===== src/common/mdc_map.vh =====
`ifndef MDC_MAP_VH
`define MDC_MAP_VH
`define MDC_CODE_W 8
`define MDC_CODE_MID 8'h7F
`define MDC_CODE_MAX 8'hFF
`define MDC_CODE_MIN 8'h00
`define MDC_RANGE_W 2
`define MDC_RANGE_0V60 2'h0
`define MDC_RANGE_0V80 2'h1
`define MDC_RANGE_1V00 2'h2
`define MDC_RANGE_1V25 2'h3
`define MDC_CH_NUM 4
`define MDC_TRACK_CYC 4'h8
`define MDC_ST_OFF 2'h0
`define MDC_ST_TRACK 2'h1
`define MDC_ST_DRIVE 2'h2
`define MDC_ST_HIZ 2'h3
`define MDC_ST_W 2
`define MDC_CNT_W 4
`define MDC_CNT_ZERO 4'h0
`define MDC_CNT_ONE 4'h1
`endif


===== src/rtl/mdc_margin_dac_control.v =====
// Behaviour
// - Each channel takes an 8-bit unsigned code, 256 settings, output linear in code.
// - Code 0x7F maps to the selected midscale offset; step is 0.6015 V over 255.
// - Each channel selects one of four midscale offsets: 0.6, 0.8, 1.0, 1.25 V.
// - Code span is 128 codes up and 127 down around midcode.
// - Drive code when within limits; else substitute lower or upper limit.
// - Lower limit above upper limit forces output buffer high impedance, any enable.
// - Both limits of every channel load from nonvolatile storage at startup.
// - On enable, buffer first tracks the pin, then switches to converter and drives.
// - A new host code write changes the channel's margining output.
// - Four independent channels, each with code, limits, range and enable.
// - Host transactions are refused until startup download including limits completes.
`timescale 1ns/1ps
`include "mdc_map.vh"
module mdc_margin_dac_control #(
  parameter CH = `MDC_CH_NUM,
  parameter TRACK_CYC = `MDC_TRACK_CYC
) (
  input wire sys_clk,
  input wire nrst,
  input wire cfg_load,
  input wire [CH*8-1:0] cfg_upper_code_limit,
  input wire [CH*8-1:0] cfg_lower_code_limit,
  input wire cfg_done,
  input wire host_wr,
  input wire [1:0] host_ch,
  input wire [7:0] host_margin_code,
  input wire [1:0] host_range,
  input wire host_enable,
  input wire host_lim_wr,
  input wire [7:0] host_upper_code_limit,
  input wire [7:0] host_lower_code_limit,
  output reg host_ack_ok,
  output reg [CH*8-1:0] dac_code,
  output reg [CH*2-1:0] dac_range,
  output reg [CH-1:0] buf_power,
  output reg [CH-1:0] buf_sel_dac,
  output reg [CH-1:0] buf_drive,
  output reg [CH-1:0] buf_hiz
);
  // Last count of the tracking phase
  localparam [`MDC_CNT_W-1:0] TRACK_LAST = TRACK_CYC - `MDC_CNT_ONE;

  // Clip the written code into the inclusive limit window
  function [`MDC_CODE_W-1:0] mdc_clip;
    input [`MDC_CODE_W-1:0] code;
    input [`MDC_CODE_W-1:0] lo;
    input [`MDC_CODE_W-1:0] hi;
    begin
      if (code < lo) begin
        mdc_clip = lo;
      end else if (code > hi) begin
        mdc_clip = hi;
      end else begin
        mdc_clip = code;
      end
    end
  endfunction

  // Lower limit above upper limit
  function mdc_crossed;
    input [`MDC_CODE_W-1:0] lo;
    input [`MDC_CODE_W-1:0] hi;
    begin
      mdc_crossed = (lo > hi);
    end
  endfunction

  // Buffer powered while tracking or driving
  function mdc_st_powered;
    input [`MDC_ST_W-1:0] st;
    begin
      mdc_st_powered = (st == `MDC_ST_TRACK) || (st == `MDC_ST_DRIVE);
    end
  endfunction

  // Output stage on only while driving
  function mdc_st_driving;
    input [`MDC_ST_W-1:0] st;
    begin
      mdc_st_driving = (st == `MDC_ST_DRIVE);
    end
  endfunction

  // Host channel select decode
  function mdc_ch_hit;
    input [1:0] ch;
    input integer idx;
    begin
      mdc_ch_hit = (ch == idx[1:0]);
    end
  endfunction

  reg boot_done;
  reg next_boot_done;
  reg next_host_ack_ok;
  wire host_ok;

  // Download completion latches until reset
  always @* begin
    next_boot_done = boot_done | cfg_done;
    next_host_ack_ok = boot_done | cfg_done;
  end

  always @(posedge sys_clk or negedge nrst) begin
    if (!nrst) begin
      boot_done <= 1'b0;
    end else begin
      boot_done <= next_boot_done;
    end
  end

  // Host acknowledge stays low until the download is done
  always @(posedge sys_clk or negedge nrst) begin
    if (!nrst) begin
      host_ack_ok <= 1'b0;
    end else begin
      host_ack_ok <= next_host_ack_ok;
    end
  end

  // Host writes are ignored until the download is done
  assign host_ok = boot_done;

  genvar g;
  generate
    // Per-channel settings and output sequencer
    for (g = 0; g < CH; g = g + 1) begin : ch_g
      reg [`MDC_CODE_W-1:0] code;
      reg [`MDC_CODE_W-1:0] up;
      reg [`MDC_CODE_W-1:0] lo;
      reg [`MDC_RANGE_W-1:0] rng;
      reg en;
      reg [`MDC_ST_W-1:0] st;
      reg [`MDC_CNT_W-1:0] cnt;

      reg [`MDC_CODE_W-1:0] next_code;
      reg [`MDC_CODE_W-1:0] next_up;
      reg [`MDC_CODE_W-1:0] next_lo;
      reg [`MDC_RANGE_W-1:0] next_rng;
      reg next_en;
      reg [`MDC_ST_W-1:0] next_st;
      reg [`MDC_CNT_W-1:0] next_cnt;
      reg [`MDC_CODE_W-1:0] next_dac_code;
      reg [`MDC_RANGE_W-1:0] next_dac_range;
      reg next_power;
      reg next_sel_dac;
      reg next_drive;
      reg next_hiz;

      wire sel;
      wire cfg_wr;
      wire code_wr;
      wire lim_wr;
      wire bad;
      wire ready;

      assign sel = host_ok && mdc_ch_hit(host_ch, g);
      assign cfg_wr = cfg_load && !boot_done;
      assign code_wr = sel && host_wr;
      assign lim_wr = sel && host_lim_wr;
      assign bad = mdc_crossed(lo, up);
      assign ready = en && !bad;

      // Limits: startup download first, host writes after
      always @* begin
        next_up = up;
        next_lo = lo;
        if (cfg_wr) begin
          next_up = cfg_upper_code_limit[g*`MDC_CODE_W +: `MDC_CODE_W];
          next_lo = cfg_lower_code_limit[g*`MDC_CODE_W +: `MDC_CODE_W];
        end else if (lim_wr) begin
          next_up = host_upper_code_limit;
          next_lo = host_lower_code_limit;
        end
      end

      // Code, range and enable from host writes
      always @* begin
        next_code = code;
        next_rng = rng;
        next_en = en;
        if (code_wr) begin
          next_code = host_margin_code;
          next_rng = host_range;
          next_en = host_enable;
        end
      end

      // Glitch-free enable: track the pin first, then drive
      always @* begin
        next_st = st;
        next_cnt = cnt;
        case (st)
          `MDC_ST_OFF: begin
            if (bad) begin
              next_st = `MDC_ST_HIZ;
            end else if (en) begin
              next_st = `MDC_ST_TRACK;
              next_cnt = `MDC_CNT_ZERO;
            end
          end
          `MDC_ST_TRACK: begin
            if (bad) begin
              next_st = `MDC_ST_HIZ;
            end else if (!en) begin
              next_st = `MDC_ST_OFF;
            end else if (cnt == TRACK_LAST) begin
              next_st = `MDC_ST_DRIVE;
            end else begin
              next_cnt = cnt + `MDC_CNT_ONE;
            end
          end
          `MDC_ST_DRIVE: begin
            if (bad) begin
              next_st = `MDC_ST_HIZ;
            end else if (!en) begin
              next_st = `MDC_ST_OFF;
            end
          end
          `MDC_ST_HIZ: begin
            if (!bad) begin
              next_st = `MDC_ST_OFF;
            end
          end
          default: begin
            next_st = `MDC_ST_OFF;
          end
        endcase
      end

      // Next values of the registered outputs
      always @* begin
        next_dac_code = mdc_clip(code, lo, up);
        next_dac_range = rng;
        next_power = ready && mdc_st_powered(st);
        next_sel_dac = ready && mdc_st_driving(st);
        next_drive = ready && mdc_st_driving(st);
        next_hiz = !ready || !mdc_st_driving(st);
      end

      // Limit registers
      always @(posedge sys_clk or negedge nrst) begin
        if (!nrst) begin
          up <= `MDC_CODE_MAX;
          lo <= `MDC_CODE_MIN;
        end else begin
          up <= next_up;
          lo <= next_lo;
        end
      end

      // Host setting registers
      always @(posedge sys_clk or negedge nrst) begin
        if (!nrst) begin
          code <= `MDC_CODE_MID;
          rng <= `MDC_RANGE_0V60;
          en <= 1'b0;
        end else begin
          code <= next_code;
          rng <= next_rng;
          en <= next_en;
        end
      end

      // Sequencer state
      always @(posedge sys_clk or negedge nrst) begin
        if (!nrst) begin
          st <= `MDC_ST_OFF;
          cnt <= `MDC_CNT_ZERO;
        end else begin
          st <= next_st;
          cnt <= next_cnt;
        end
      end

      // Converter code and range
      always @(posedge sys_clk or negedge nrst) begin
        if (!nrst) begin
          dac_code[g*`MDC_CODE_W +: `MDC_CODE_W] <= `MDC_CODE_MID;
          dac_range[g*`MDC_RANGE_W +: `MDC_RANGE_W] <= `MDC_RANGE_0V60;
        end else begin
          dac_code[g*`MDC_CODE_W +: `MDC_CODE_W] <= next_dac_code;
          dac_range[g*`MDC_RANGE_W +: `MDC_RANGE_W] <= next_dac_range;
        end
      end

      // Buffer control; three-stated out of reset
      always @(posedge sys_clk or negedge nrst) begin
        if (!nrst) begin
          buf_power[g] <= 1'b0;
          buf_sel_dac[g] <= 1'b0;
          buf_drive[g] <= 1'b0;
          buf_hiz[g] <= 1'b1;
        end else begin
          buf_power[g] <= next_power;
          buf_sel_dac[g] <= next_sel_dac;
          buf_drive[g] <= next_drive;
          buf_hiz[g] <= next_hiz;
        end
      end
    end
  endgenerate
endmodule // mdc_margin_dac_control


===== config.mk =====
export PLATFORM = sky130hd
export DESIGN_NAME = mdc_margin_dac_control
export DESIGN_NICKNAME = d
export VERILOG_FILES = /design/src/rtl/mdc_margin_dac_control.v
export VERILOG_INCLUDE_DIRS = /design/src /design/src/common
export SDC_FILE = /design/constraint.sdc
export NUM_CORES = 1
export LEC_CHECK = 0
export ABC_AREA = 1
export BUFFER_PORTS_ARGS = -buffer_cell sky130_fd_sc_hd__buf_2
export CAP_MARGIN = 20
export CORE_ASPECT_RATIO = 1.2
export CORE_MARGIN = 3
export CORE_UTILIZATION = 34
export DETAILED_ROUTE_END_ITERATION = 7
export HOLD_SLACK_MARGIN = 0.1
export PLACE_DENSITY = 0.52
export SYNTH_ARGS = -nofsm -noshare
export SYNTH_HDL_FRONTEND = slang
export SYNTH_SLANG_ARGS = --single-unit

===== constraint.sdc =====
create_clock -name sys_clk -period 2.25 [get_ports sys_clk]
set_input_delay 0.45 -clock sys_clk [delete_from_list [all_inputs] [get_ports sys_clk]]
set_output_delay 0.45 -clock sys_clk [all_outputs]
set_load 0.005 [all_outputs]

==> results of run 1 <==
## metrics by stage
step / setup slack, ps / util, % / hold WS [ps]
detailed placement: 190 / 38.0 / 364
global placement: 223 / 38.0 / 362
finish: 202 / 39.8 / 182
floorplan: 501 / - / 154
CTS: 182 / 39.8 / 169
global route: 14.0 / 39.8 / 183
## kinds of logic (layout without fill, tap and decap cells)
family,Yosys count,in the layout,synth area share (%)
DFF,185,185,43.6
AOI/OAI and AO/OA,246,246,12.5
xor gates and xnor gates,4,4,0.322
adders and majority gates,112,112,12.9
muxes,1,1,0.0921
buffers and inverters,222,373,8.87
and+or+nand+nor,523,523,21.7
## power groups by stage
| stage | clock [mW] | sequential [mW] | combinational, mW |
|---|---|---|---|
| floorplan | 0 | 4.95 | 3.10 |
| global placement | 0 | 5.12 | 4.22 |
| detailed placement | 0 | 5.12 | 4.30 |
| CTS | 3.02 | 5.08 | 4.33 |
| global route | 3.17 | 5.19 | 5.00 |
| finish | 2.95 | 5.07 | 4.25 |
## flip-flops by register name (all words and copies together), names as in the netlist
register / cells
ch_g.st: 8
buf_hiz: 4
host_ack_ok: 1
buf_power: 4
ch_g.code: 32
ch_g.lo: 32
dac_code: 32
buf_drive: 4
ch_g.next_dac_range: 8
dac_range: 8
ch_g.cnt: 16
ch_g.up: 32
ch_g.en: 4
## cell usage in the layout, fill, tap and decap left out, types with 2 or more instances in the layout
master / Yosys / routed
sky130_fd_sc_hd__nand3b_1: 3 / 3
sky130_fd_sc_hd__or2_2: 6 / 6
sky130_fd_sc_hd__nand3_2: 4 / 4
sky130_fd_sc_hd__nand2_4: 4 / 4
sky130_fd_sc_hd__nand2_1: 255 / 255
sky130_fd_sc_hd__nor3_2: 3 / 3
sky130_fd_sc_hd__nand4_1: 10 / 10
sky130_fd_sc_hd__clkinvlp_4: 0 / 5
sky130_fd_sc_hd__clkinv_2: 3 / 3
sky130_fd_sc_hd__o21a_1: 8 / 8
sky130_fd_sc_hd__inv_1: 162 / 162
sky130_fd_sc_hd__a21oi_1: 42 / 42
sky130_fd_sc_hd__buf_2: 15 / 154
sky130_fd_sc_hd__nor2_1: 88 / 88
sky130_fd_sc_hd__ha_1: 112 / 112
sky130_fd_sc_hd__o21ai_2: 3 / 3
sky130_fd_sc_hd__xor2_1: 4 / 4
sky130_fd_sc_hd__nand3_1: 115 / 115
sky130_fd_sc_hd__a31oi_1: 66 / 66
sky130_fd_sc_hd__dfrtp_1: 93 / 93
sky130_fd_sc_hd__clkbuf_16: 0 / 17
sky130_fd_sc_hd__o21ai_1: 49 / 49
sky130_fd_sc_hd__a21o_1: 2 / 2
sky130_fd_sc_hd__nor2_4: 4 / 4
sky130_fd_sc_hd__inv_6: 0 / 4
sky130_fd_sc_hd__clkinv_4: 0 / 3
sky130_fd_sc_hd__o211ai_1: 3 / 3
sky130_fd_sc_hd__nor2_2: 7 / 7
sky130_fd_sc_hd__buf_4: 13 / 8
sky130_fd_sc_hd__buf_12: 0 / 2
sky130_fd_sc_hd__nand2_2: 17 / 17
sky130_fd_sc_hd__o21ai_0: 72 / 72
sky130_fd_sc_hd__inv_2: 10 / 10
sky130_fd_sc_hd__dfstp_2: 92 / 92
sky130_fd_sc_hd__nand4_2: 3 / 3
sky130_fd_sc_hd__nor3_1: 3 / 3
sky130_fd_sc_hd__inv_8: 0 / 2
## per-layer routing
layer | vias to the layer above | part of all wire (%) | global-route usage (%)
met5 | - | 0.13 | 0
li1 | 4548 | - | -
met3 | 30 | 3.7 | 3.09
met1 | 4121 | 48 | 25.8
met2 | 170 | 47 | 29.7
met4 | 6 | 1.5 | 4.44
## worst max path at each step
stage,from,to,slack [ps],depth (start not counted)
3_5_place_dp,ch_g[3].up[5],ch_g[3].st[1],190,12
4_1_cts,ch_g[3].up[5],ch_g[3].st[1],180,12
2_1_floorplan,ch_g[1].up[7],ch_g[1].st[0],500,11
5_1_grt,ch_g[3].up[1],dac_code[31],10,12
6_report,ch_g[3].up[5],ch_g[3].st[1],200,12
3_3_place_gp,host_ack_ok,ch_g[2].up[1],220,7
## area by class of cell
| class | count | share of cell area (%) |
|---|---|---|
| Clock buffer | 17 | 3.40 |
| Clock inverter | 15 | 1.10 |
| Inverter | 175 | 5.27 |
| Multi-Input combinational cell | 886 | 41.2 |
| Sequential cell | 185 | 37.9 |
| Tap cell | 401 | 4.01 |
| Timing Repair Buffer | 166 | 7.14 |
## worst register-to-register path: cells and delay by family, from the launching register on
| kind | cells | cell delay (ps) |
|---|---|---|
| compound gates | 1 | 130 |
| fa+ha+maj | 1 | 310 |
| simple gates | 9 | 920 |
| buf+inv | 1 | 60 |
| flops | 1 | 530 |
==> impl_metrics.ini, run 1 <==
[min_path]
hold_path_startpoint = cfg_done
min-delay-path-class = primary input to flop
whs_path_depth = 2
holdPathEnd = host_ack_ok

[setup_path]
worstPathCellList = inv_1 -> ha_1 -> a21oi_1 -> nor2_1 -> nor3_1 -> nand2_1 -> nand2_2 -> nand2_1 -> nand2_1 -> nand2_1 -> nand2_1 -> nand2_1
setup.worst_path.class = flop to flop
critical_path.max_fanout = 5
reg2reg_depth = 12
crit_path_top_delay_cell = sky130_fd_sc_hd__dfstp_2
reg2reg_from = ch_g[3].up[5]
worst_r2r_endpoint = ch_g[3].st[1]
slowest_cell_delay_on_critical_path_ps = 530
worst_reg2reg_setup_slack_ps = 200
critPathArrivalTime_ps = 2380
critical_path.endpoint_type = flop
cp_top_family = simple AND/OR/NAND/NOR gates
cpMostUsedCell = sky130_fd_sc_hd__nand2_1
count_of_buffer_and_inverter_cells_on_the_critical_path = 1
cp-start-kind = flop
timing.critical_path.required_ps = 2580

[pwr]
ir_worst_vdd_mv = 0.405
clkPwrFrac_pct = 24.0
comb_power_share_pct = 34.7
finalPower_mw = 12.3
power_report.internal_total_mw = 7.56
power_density_nw_per_um2 = 979
p_seq_share_pct = 41.3
sw_frac_of_total_pct = 38.4
static_leakage_nw = 6.43
netSwitchingPower_mw = 4.71

[floorplanning]
die-height_um = 202
design.portCount = 156
rows = 71
fp.coreArea_um2 = 31400
start_util_pct = 34.6
die_outline_width_um = 169
fp.dieArea_um2 = 34200

[drt]
drtIter0Drc = 601
number_of_routed_nets_with_antenna_violations = 0
wl_per_cell_um = 16.6
drt_drc_violations_left = 0
routed_wirelength_um = 30600
routed-via-count = 8875
avgViaCountPerCell = 4.81
firstDrtPassIters = 4

[grt]
via_count_of_the_first_global_routing_pass = 8672
grt_overflow_total = 0
grt_first_pass_wirelength_um = 48500
antenna_found_initial = 3
grtUsageTotal_pct = 18.4
grt_start_max_net_pins = 74

[yosys]
synth_common_cells = 255 x sky130_fd_sc_hd__nand2_1, 162 x sky130_fd_sc_hd__inv_1, 115 x sky130_fd_sc_hd__nand3_1, 112 x sky130_fd_sc_hd__ha_1, 93 x sky130_fd_sc_hd__dfrtp_1
synth_cells = 1293
synth-seq-area-share_pct = 43.6
syn-num-nets = 1504
synth_area_per_cell_um2 = 8.41
synth_area_leader_cell = sky130_fd_sc_hd__dfstp_2
synth_top_area_share_pct = 22.2
synth.most_common_cell = sky130_fd_sc_hd__nand2_1
synth_cell_type_count = 37
synth-edff-count = 0
yosys-top-cells-area = sky130_fd_sc_hd__dfstp_2 22%, sky130_fd_sc_hd__dfrtp_1 21%, sky130_fd_sc_hd__ha_1 13%
synthesis.area_um2 = 10900
postSynth.topFlopCell = sky130_fd_sc_hd__dfrtp_1
ys_ff_latch = 185
yosys_synthesis_warning_count = 0
async_flop_share_pct = 100

[sta]
fmaxAchievable_mhz = 488
finalHoldViolCount = 0
rsz0062_at_grt = false
fin_skew_ps = 13.0
max-slew-margin-rel_pct = 54.6
maxSlewViolCount = 0
finalSetupTns_ps = 0
fin_crit_ps = 2050
finalSetupViolCount = 0
tightestPinTransition_ps = 679
post-route-period-util_pct = 91.0

[final_layout]
finish.net_count = 1642
multi_input_area_um2 = 5160
filler_cell_count = 3296
n_antenna_cell = 0
final-instance-count-excl-fill = 1845
area_growth_syn_to_layout_pct = 15.2
postLayoutCellArea_um2 = 12500
final_layout_size_suffix_gt1_share_pct = 24.4
seqCellArea_um2 = 4740

[place]
dpl_cell_area_um2 = 12000
place_hpwl_um = 23500
buffer_ports.inserted = 155
gp_congestion = 0.866
post-place-cells = 1812

[clock_network]
cts.reportedPaths.clkPinSlew_ps = 80
cts.hold.buffers_added = 1
clk_root_buffer_cell = sky130_fd_sc_hd__clkbuf_16
htree_num_levels = 4
max-clock-path-buffers = 2
tritoncts.num_buffers = 17
clk-insertion-delay-late_ps = 450
cts.sink_count = 185
ctsResizeCount = 0
tritoncts = yes
postCtsSetupRepairBufs = 0

[run]
max_cap_violations = 0

[run_status]
run_status = finished, final reports clean
Note: power is estimated with default switching activity, not from simulation.
==> run 2: changes to the inputs <==
--- a/config.mk
+++ b/config.mk
@@ -15,3 +15,3 @@
 export DETAILED_ROUTE_END_ITERATION = 7
-export HOLD_SLACK_MARGIN = 0.1
+export HOLD_SLACK_MARGIN = 0.02
 export PLACE_DENSITY = 0.52
==> constraint.sdc (replaced) <==
create_clock -name sys_clk -period 2.25 [get_ports sys_clk]
set_input_delay 0.225 -clock sys_clk [delete_from_list [all_inputs] [get_ports sys_clk]]
set_output_delay 0.225 -clock sys_clk [all_outputs]
set_load 0.005 [all_outputs]
==> impl_metrics.ini, run 2 (synthesized netlist as in run 1, its figures left out) <==
[run_status]
run_status = finished, final reports clean

[grt]
antenna_found_initial = 3
grt_util_met1_pct = 25.6
grt.busiest_layer = met2
via_count_of_the_first_global_routing_pass = 8795
grt_first_pass_wirelength_um = 48700
grtUsageTotal_pct = 18.4
grt_overflow_total = 0
use_met2_pct = 29.9
groute.layer.met3.usage_pct = 3.05
grt_start_max_net_pins = 65

[setup_path]
reg2reg_from = ch_g[3].up[1]
cp-start-kind = flop
critical_path.endpoint_type = flop
worstPathCellList = inv_1 -> ha_1 -> inv_1 -> nor2_1 -> o21ai_1 -> nand2_1 -> nand2_1 -> nand3_2 -> nand2_2 -> nand2_1 -> nand3_1 -> o21ai_1
critical_path.max_fanout = 9
timing.critical_path.required_ps = 2560
slowest_cell_delay_on_critical_path_ps = 550
crit_path_top_delay_cell = sky130_fd_sc_hd__dfstp_2
setup.worst_path.class = flop to flop
cp_top_family = simple AND/OR/NAND/NOR gates
count_of_buffer_and_inverter_cells_on_the_critical_path = 2
cpMostUsedCell = sky130_fd_sc_hd__nand2_1
worst_r2r_endpoint = dac_code[31]
reg2reg_depth = 12
critPathArrivalTime_ps = 2340
worst_reg2reg_setup_slack_ps = 220

[floorplanning]
rows = 71
fp.coreArea_um2 = 31400
die-height_um = 202
die_outline_width_um = 169
design.portCount = 156
fp.dieArea_um2 = 34200
start_util_pct = 34.6

[min_path]
min-delay-path-class = primary input to flop
holdPathEnd = ch_g[0].up[5]
hold_path_startpoint = cfg_upper_code_limit[5]
whs_path_depth = 3

[sta]
finalSetupViolCount = 0
finalSetupTns_ps = 0
setup_ws_ps = 221
maxSlewViolCount = 0
tightestPinTransition_ps = 683
max-slew-margin-rel_pct = 54.5
fin_skew_ps = 16.8
rsz0062_at_grt = false
post-route-period-util_pct = 90.2
fin_crit_ps = 2030
fmaxAchievable_mhz = 493
finalHoldViolCount = 0

[place]
place_hpwl_um = 23400
buffer_ports.inserted = 155
place_ws_ps = 163
dpl_cell_area_um2 = 12000
gp_congestion = 0.865

[final_layout]
multi_input_area_um2 = 5170
layout.cells.most_common_list = 255 x sky130_fd_sc_hd__nand2_1, 162 x sky130_fd_sc_hd__inv_1, 154 x sky130_fd_sc_hd__buf_2
finish.net_count = 1647
seqCellArea_um2 = 4740
filler_cell_count = 3311
postLayoutCellArea_um2 = 12500
layout.cells.most_common = sky130_fd_sc_hd__nand2_1
n_antenna_cell = 0
final_layout_size_suffix_gt1_share_pct = 24.3
area_growth_syn_to_layout_pct = 15.4

[clock_network]
max-clock-path-buffers = 2
clk_root_buffer_cell = sky130_fd_sc_hd__clkbuf_16
htree_num_levels = 4
cts.sink_count = 185
clk-insertion-delay-late_ps = 440
cts.reportedPaths.clkPinSlew_ps = 80
tritoncts = yes
tritoncts.num_buffers = 17

[drt]
number_of_routed_nets_with_antenna_violations = 0
drt_drc_violations_left = 0
firstDrtPassIters = 5
routed-via-count = 8908
wl_per_cell_um = 16.6
avgViaCountPerCell = 4.82
drtIter0Drc = 574
routed_wirelength_um = 30800

[pwr]
static_leakage_nw = 6.44
ir_worst_vdd_mv = 0.413
power_density_nw_per_um2 = 970

[run]
max_cap_violations = 0
run 2: worst register-to-register path, cell delays in order (launching register included):
cell                      delay (ps)
sky130_fd_sc_hd__dfstp_2         550
sky130_fd_sc_hd__inv_1            90
sky130_fd_sc_hd__ha_1            320
sky130_fd_sc_hd__inv_1            60
sky130_fd_sc_hd__nor2_1           30
sky130_fd_sc_hd__o21ai_1         110
sky130_fd_sc_hd__nand2_1          60
sky130_fd_sc_hd__nand2_1          80
sky130_fd_sc_hd__nand3_2         180
sky130_fd_sc_hd__nand2_2         210
sky130_fd_sc_hd__nand2_1          70
sky130_fd_sc_hd__nand3_1          80
sky130_fd_sc_hd__o21ai_1          70
run 2: how the worst max path moves through the flow:
stage,from,cells after the start,to
after CTS,host_ack_ok,5,ch_g[2].up[1]
after detailed placement,host_ack_ok,5,ch_g[2].up[1]
after floorplan,ch_g[1].up[7],11,ch_g[1].st[0]
after global placement,host_ack_ok,5,ch_g[2].up[1]
final,ch_g[3].up[1],12,dac_code[31]
after global routing,ch_g[1].up[7],10,dac_code[11]
run 2: power breakdown:
group / switching (mW) / internal, mW
registers: 0.652 / 4.42
logic: 2.58 / 1.69
clock network: 1.42 / 1.42
total: 4.65 / 7.52
run 2: timing repair:
item,CTS,global route
hold buffers,6,0
gates resized for setup,0,1
buffers inserted,0,0
hold endpoints to repair,32,0
setup endpoints to repair,0,1
run 2: layer usage:
layer | wire (um) | part of all wire [%]
met3 | 1180 | 3.8
met4 | 485 | 1.6
met5 | 34 | 0.11
met2 | 14500 | 47
met1 | 14600 | 47
run 2: area by class of cell:
cell class	instances	area share, %
tap	401	4.00
multi-input combinational	886	41.2
clock inverter	14	0.788
clock buffer	18	3.42
sequential	185	37.8
inverter	175	5.27
timing repair buffer	171	7.53
run 2: metrics by stage:
stage	std cells	util [%]	total power [mW]	hold WS, ps
after floorplan	1293	-	8.04	-70.6
after global placement	1812	38.0	9.35	205
after detailed placement	1812	38.0	9.41	203
after CTS	1850	39.9	12.3	20.3
after global routing	1850	39.9	13.2	33.4
final	1850	39.9	12.2	31.6
==> run 3: changes to the inputs <==
- SETUP_SLACK_MARGIN: not set -> 0.5
==> impl_metrics.ini, run 3 (synthesized netlist as in run 1, its figures left out) <==
[run]
max_cap_violations = 0

[drt]
number_of_routed_nets_with_antenna_violations = 0
drtIter0Drc = 544
wl_per_cell_um = 17.8
routed-via-count = 9347
avgViaCountPerCell = 4.93
drt_drc_violations_left = 0
routed_wirelength_um = 33700
firstDrtPassIters = 5

[clock_network]
max-clock-path-buffers = 2
tritoncts = yes
cts.sink_count = 185
tritoncts.num_buffers = 17
htree_num_levels = 4
clk_root_buffer_cell = sky130_fd_sc_hd__clkbuf_16
clk-insertion-delay-late_ps = 450
cts.reportedPaths.clkPinSlew_ps = 80

[sta]
maxSlewViolCount = 0
tightestPinTransition_ps = 680
fmaxAchievable_mhz = 514
finalSetupTns_ps = 0
tightest_hold_margin_ps = 32.3
max-slew-margin-rel_pct = 54.6
finalSetupViolCount = 0
rsz0062_at_grt = true
post-route-period-util_pct = 86.5
fin_skew_ps = 18.5
finalHoldViolCount = 0
fin_crit_ps = 1950

[floorplanning]
fp.coreArea_um2 = 31400
start_util_pct = 34.6
rows = 71
die_outline_width_um = 169
fp.dieArea_um2 = 34200
design.portCount = 156
die-height_um = 202

[setup_path]
critical_path.max_fanout = 5
crit_path_start = ch_g[3].up[5]
reg2reg_depth = 12
worst_reg2reg_setup_slack_ps = 300
setup.worst_path.class = flop to flop
critical_path.endpoint = ch_g[3].st[1]
critPathArrivalTime_ps = 2280
timing.critical_path.required_ps = 2580
reg2reg_from = ch_g[3].up[5]
worst_r2r_endpoint = ch_g[3].st[1]
cp-start-kind = flop
critical_path.endpoint_type = flop

[pwr]
power_report.internal_total_mw = 8.35
comb_power_share_pct = 42.4
ir_worst_vdd_mv = 0.429
static_leakage_nw = 6.76
sw_frac_of_total_pct = 40.2
power_density_nw_per_um2 = 976
clkPwrFrac_pct = 20.5
p_seq_share_pct = 37.1
netSwitchingPower_mw = 5.60

[place]
gp_congestion = 0.865
buffer_ports.inserted = 155
place_hpwl_um = 23400
post-place-cells = 1812
dpl_cell_area_um2 = 12000

[final_layout]
area_growth_syn_to_layout_pct = 31.5
filler_cell_count = 3117
finish.net_count = 1693
layout.cells.most_common = sky130_fd_sc_hd__nand2_1
final_layout_size_suffix_gt1_share_pct = 42.2
postLayoutCellArea_um2 = 14300
finish.utilization_pct = 45.5
layout.cells.most_common_list = 179 x sky130_fd_sc_hd__nand2_1, 154 x sky130_fd_sc_hd__buf_2, 127 x sky130_fd_sc_hd__inv_1
final-instance-count-excl-fill = 1897

[grt]
grt_start_max_net_pins = 65
antenna_found_initial = 3
via_count_of_the_first_global_routing_pass = 9382
grt_first_pass_wirelength_um = 51300
grtUsageTotal_pct = 19.3
grt_overflow_total = 0

[min_path]
min-delay-path-class = primary input to flop

[run_status]
run_status = finished, final reports clean
[run 3: worst max-delay path, cell delays in order (launching register included)]
cell and delay (ps):
sky130_fd_sc_hd__dfstp_2 540, sky130_fd_sc_hd__inv_2 60, sky130_fd_sc_hd__ha_4 220, sky130_fd_sc_hd__a21oi_2 130, sky130_fd_sc_hd__nor2_1 70, sky130_fd_sc_hd__nor3_2 280
sky130_fd_sc_hd__nand2_2 130, sky130_fd_sc_hd__nand2_4 110, sky130_fd_sc_hd__nand2_2 60, sky130_fd_sc_hd__nand2_2 80, sky130_fd_sc_hd__nand2_2 60, sky130_fd_sc_hd__nand2_1 50
sky130_fd_sc_hd__nand2_1 50
[run 3: repair_timing]
item,CTS,global route
buffers inserted,29,11
gates resized for setup,155,178
gates cloned,4,2
pin swaps,82,89
endpoints found under the setup margin,126,127
hold buffers,6,0
hold endpoints to repair,32,0
[run 3: final cells by class]
| class | count | area (um2) | share of cell area (%) |
|---|---|---|---|
| Tap cell | 401 | 502 | 3.51 |
| Timing Repair inverter | 1 | 6.26 | 0.0438 |
| Inverter | 175 | 698 | 4.88 |
| Clock buffer | 18 | 429 | 3.00 |
| Sequential cell | 185 | 4750 | 33.2 |
| Multi-Input combinational cell | 891 | 6540 | 45.7 |
| Timing Repair Buffer | 211 | 1270 | 8.89 |
| Antenna cell | 1 | 2.50 | 0.0175 |
| Clock inverter | 14 | 98.8 | 0.691 |
[run 3: worst min-delay path by stage]
stage | from | to | cells past startpoint
6_report | cfg_upper_code_limit[5] | ch_g[0].up[5] | 3
5_1_grt | cfg_upper_code_limit[4] | ch_g[0].up[4] | 3
4_1_cts | cfg_upper_code_limit[3] | ch_g[0].up[3] | 3
3_5_place_dp | nrst | buf_power[3] | 1
3_3_place_gp | nrst | buf_power[3] | 1
2_1_floorplan | nrst | buf_drive[0] | 0
[run 3: stage by stage]
step	power (mW)	setup slack, ps
floorplan	8.04	501
global placement	9.35	130
detailed placement	9.41	163
CTS	13.1	396
global route	15.0	207
finish	14.0	305
[run 3: routing by layer]
layer	global-route usage, %	part of all wire, %	routed length [um]	vias up
li1	-	-	-	4677
met1	26.1	46	15500	4436
met2	32.1	48	16200	187
met3	3.15	3.5	1170	43
met4	5.35	2.5	828	4
met5	0	0.048	16	-
[run 3: power by group through the flow]
stage | combinational [mW] | clock, mW | sequential [mW]
floorplan | 3.10 | 0 | 4.95
global placement | 4.22 | 0 | 5.13
detailed placement | 4.29 | 0 | 5.12
CTS | 5.08 | 2.91 | 5.14
global route | 6.68 | 3.03 | 5.30
finish | 5.92 | 2.85 | 5.18
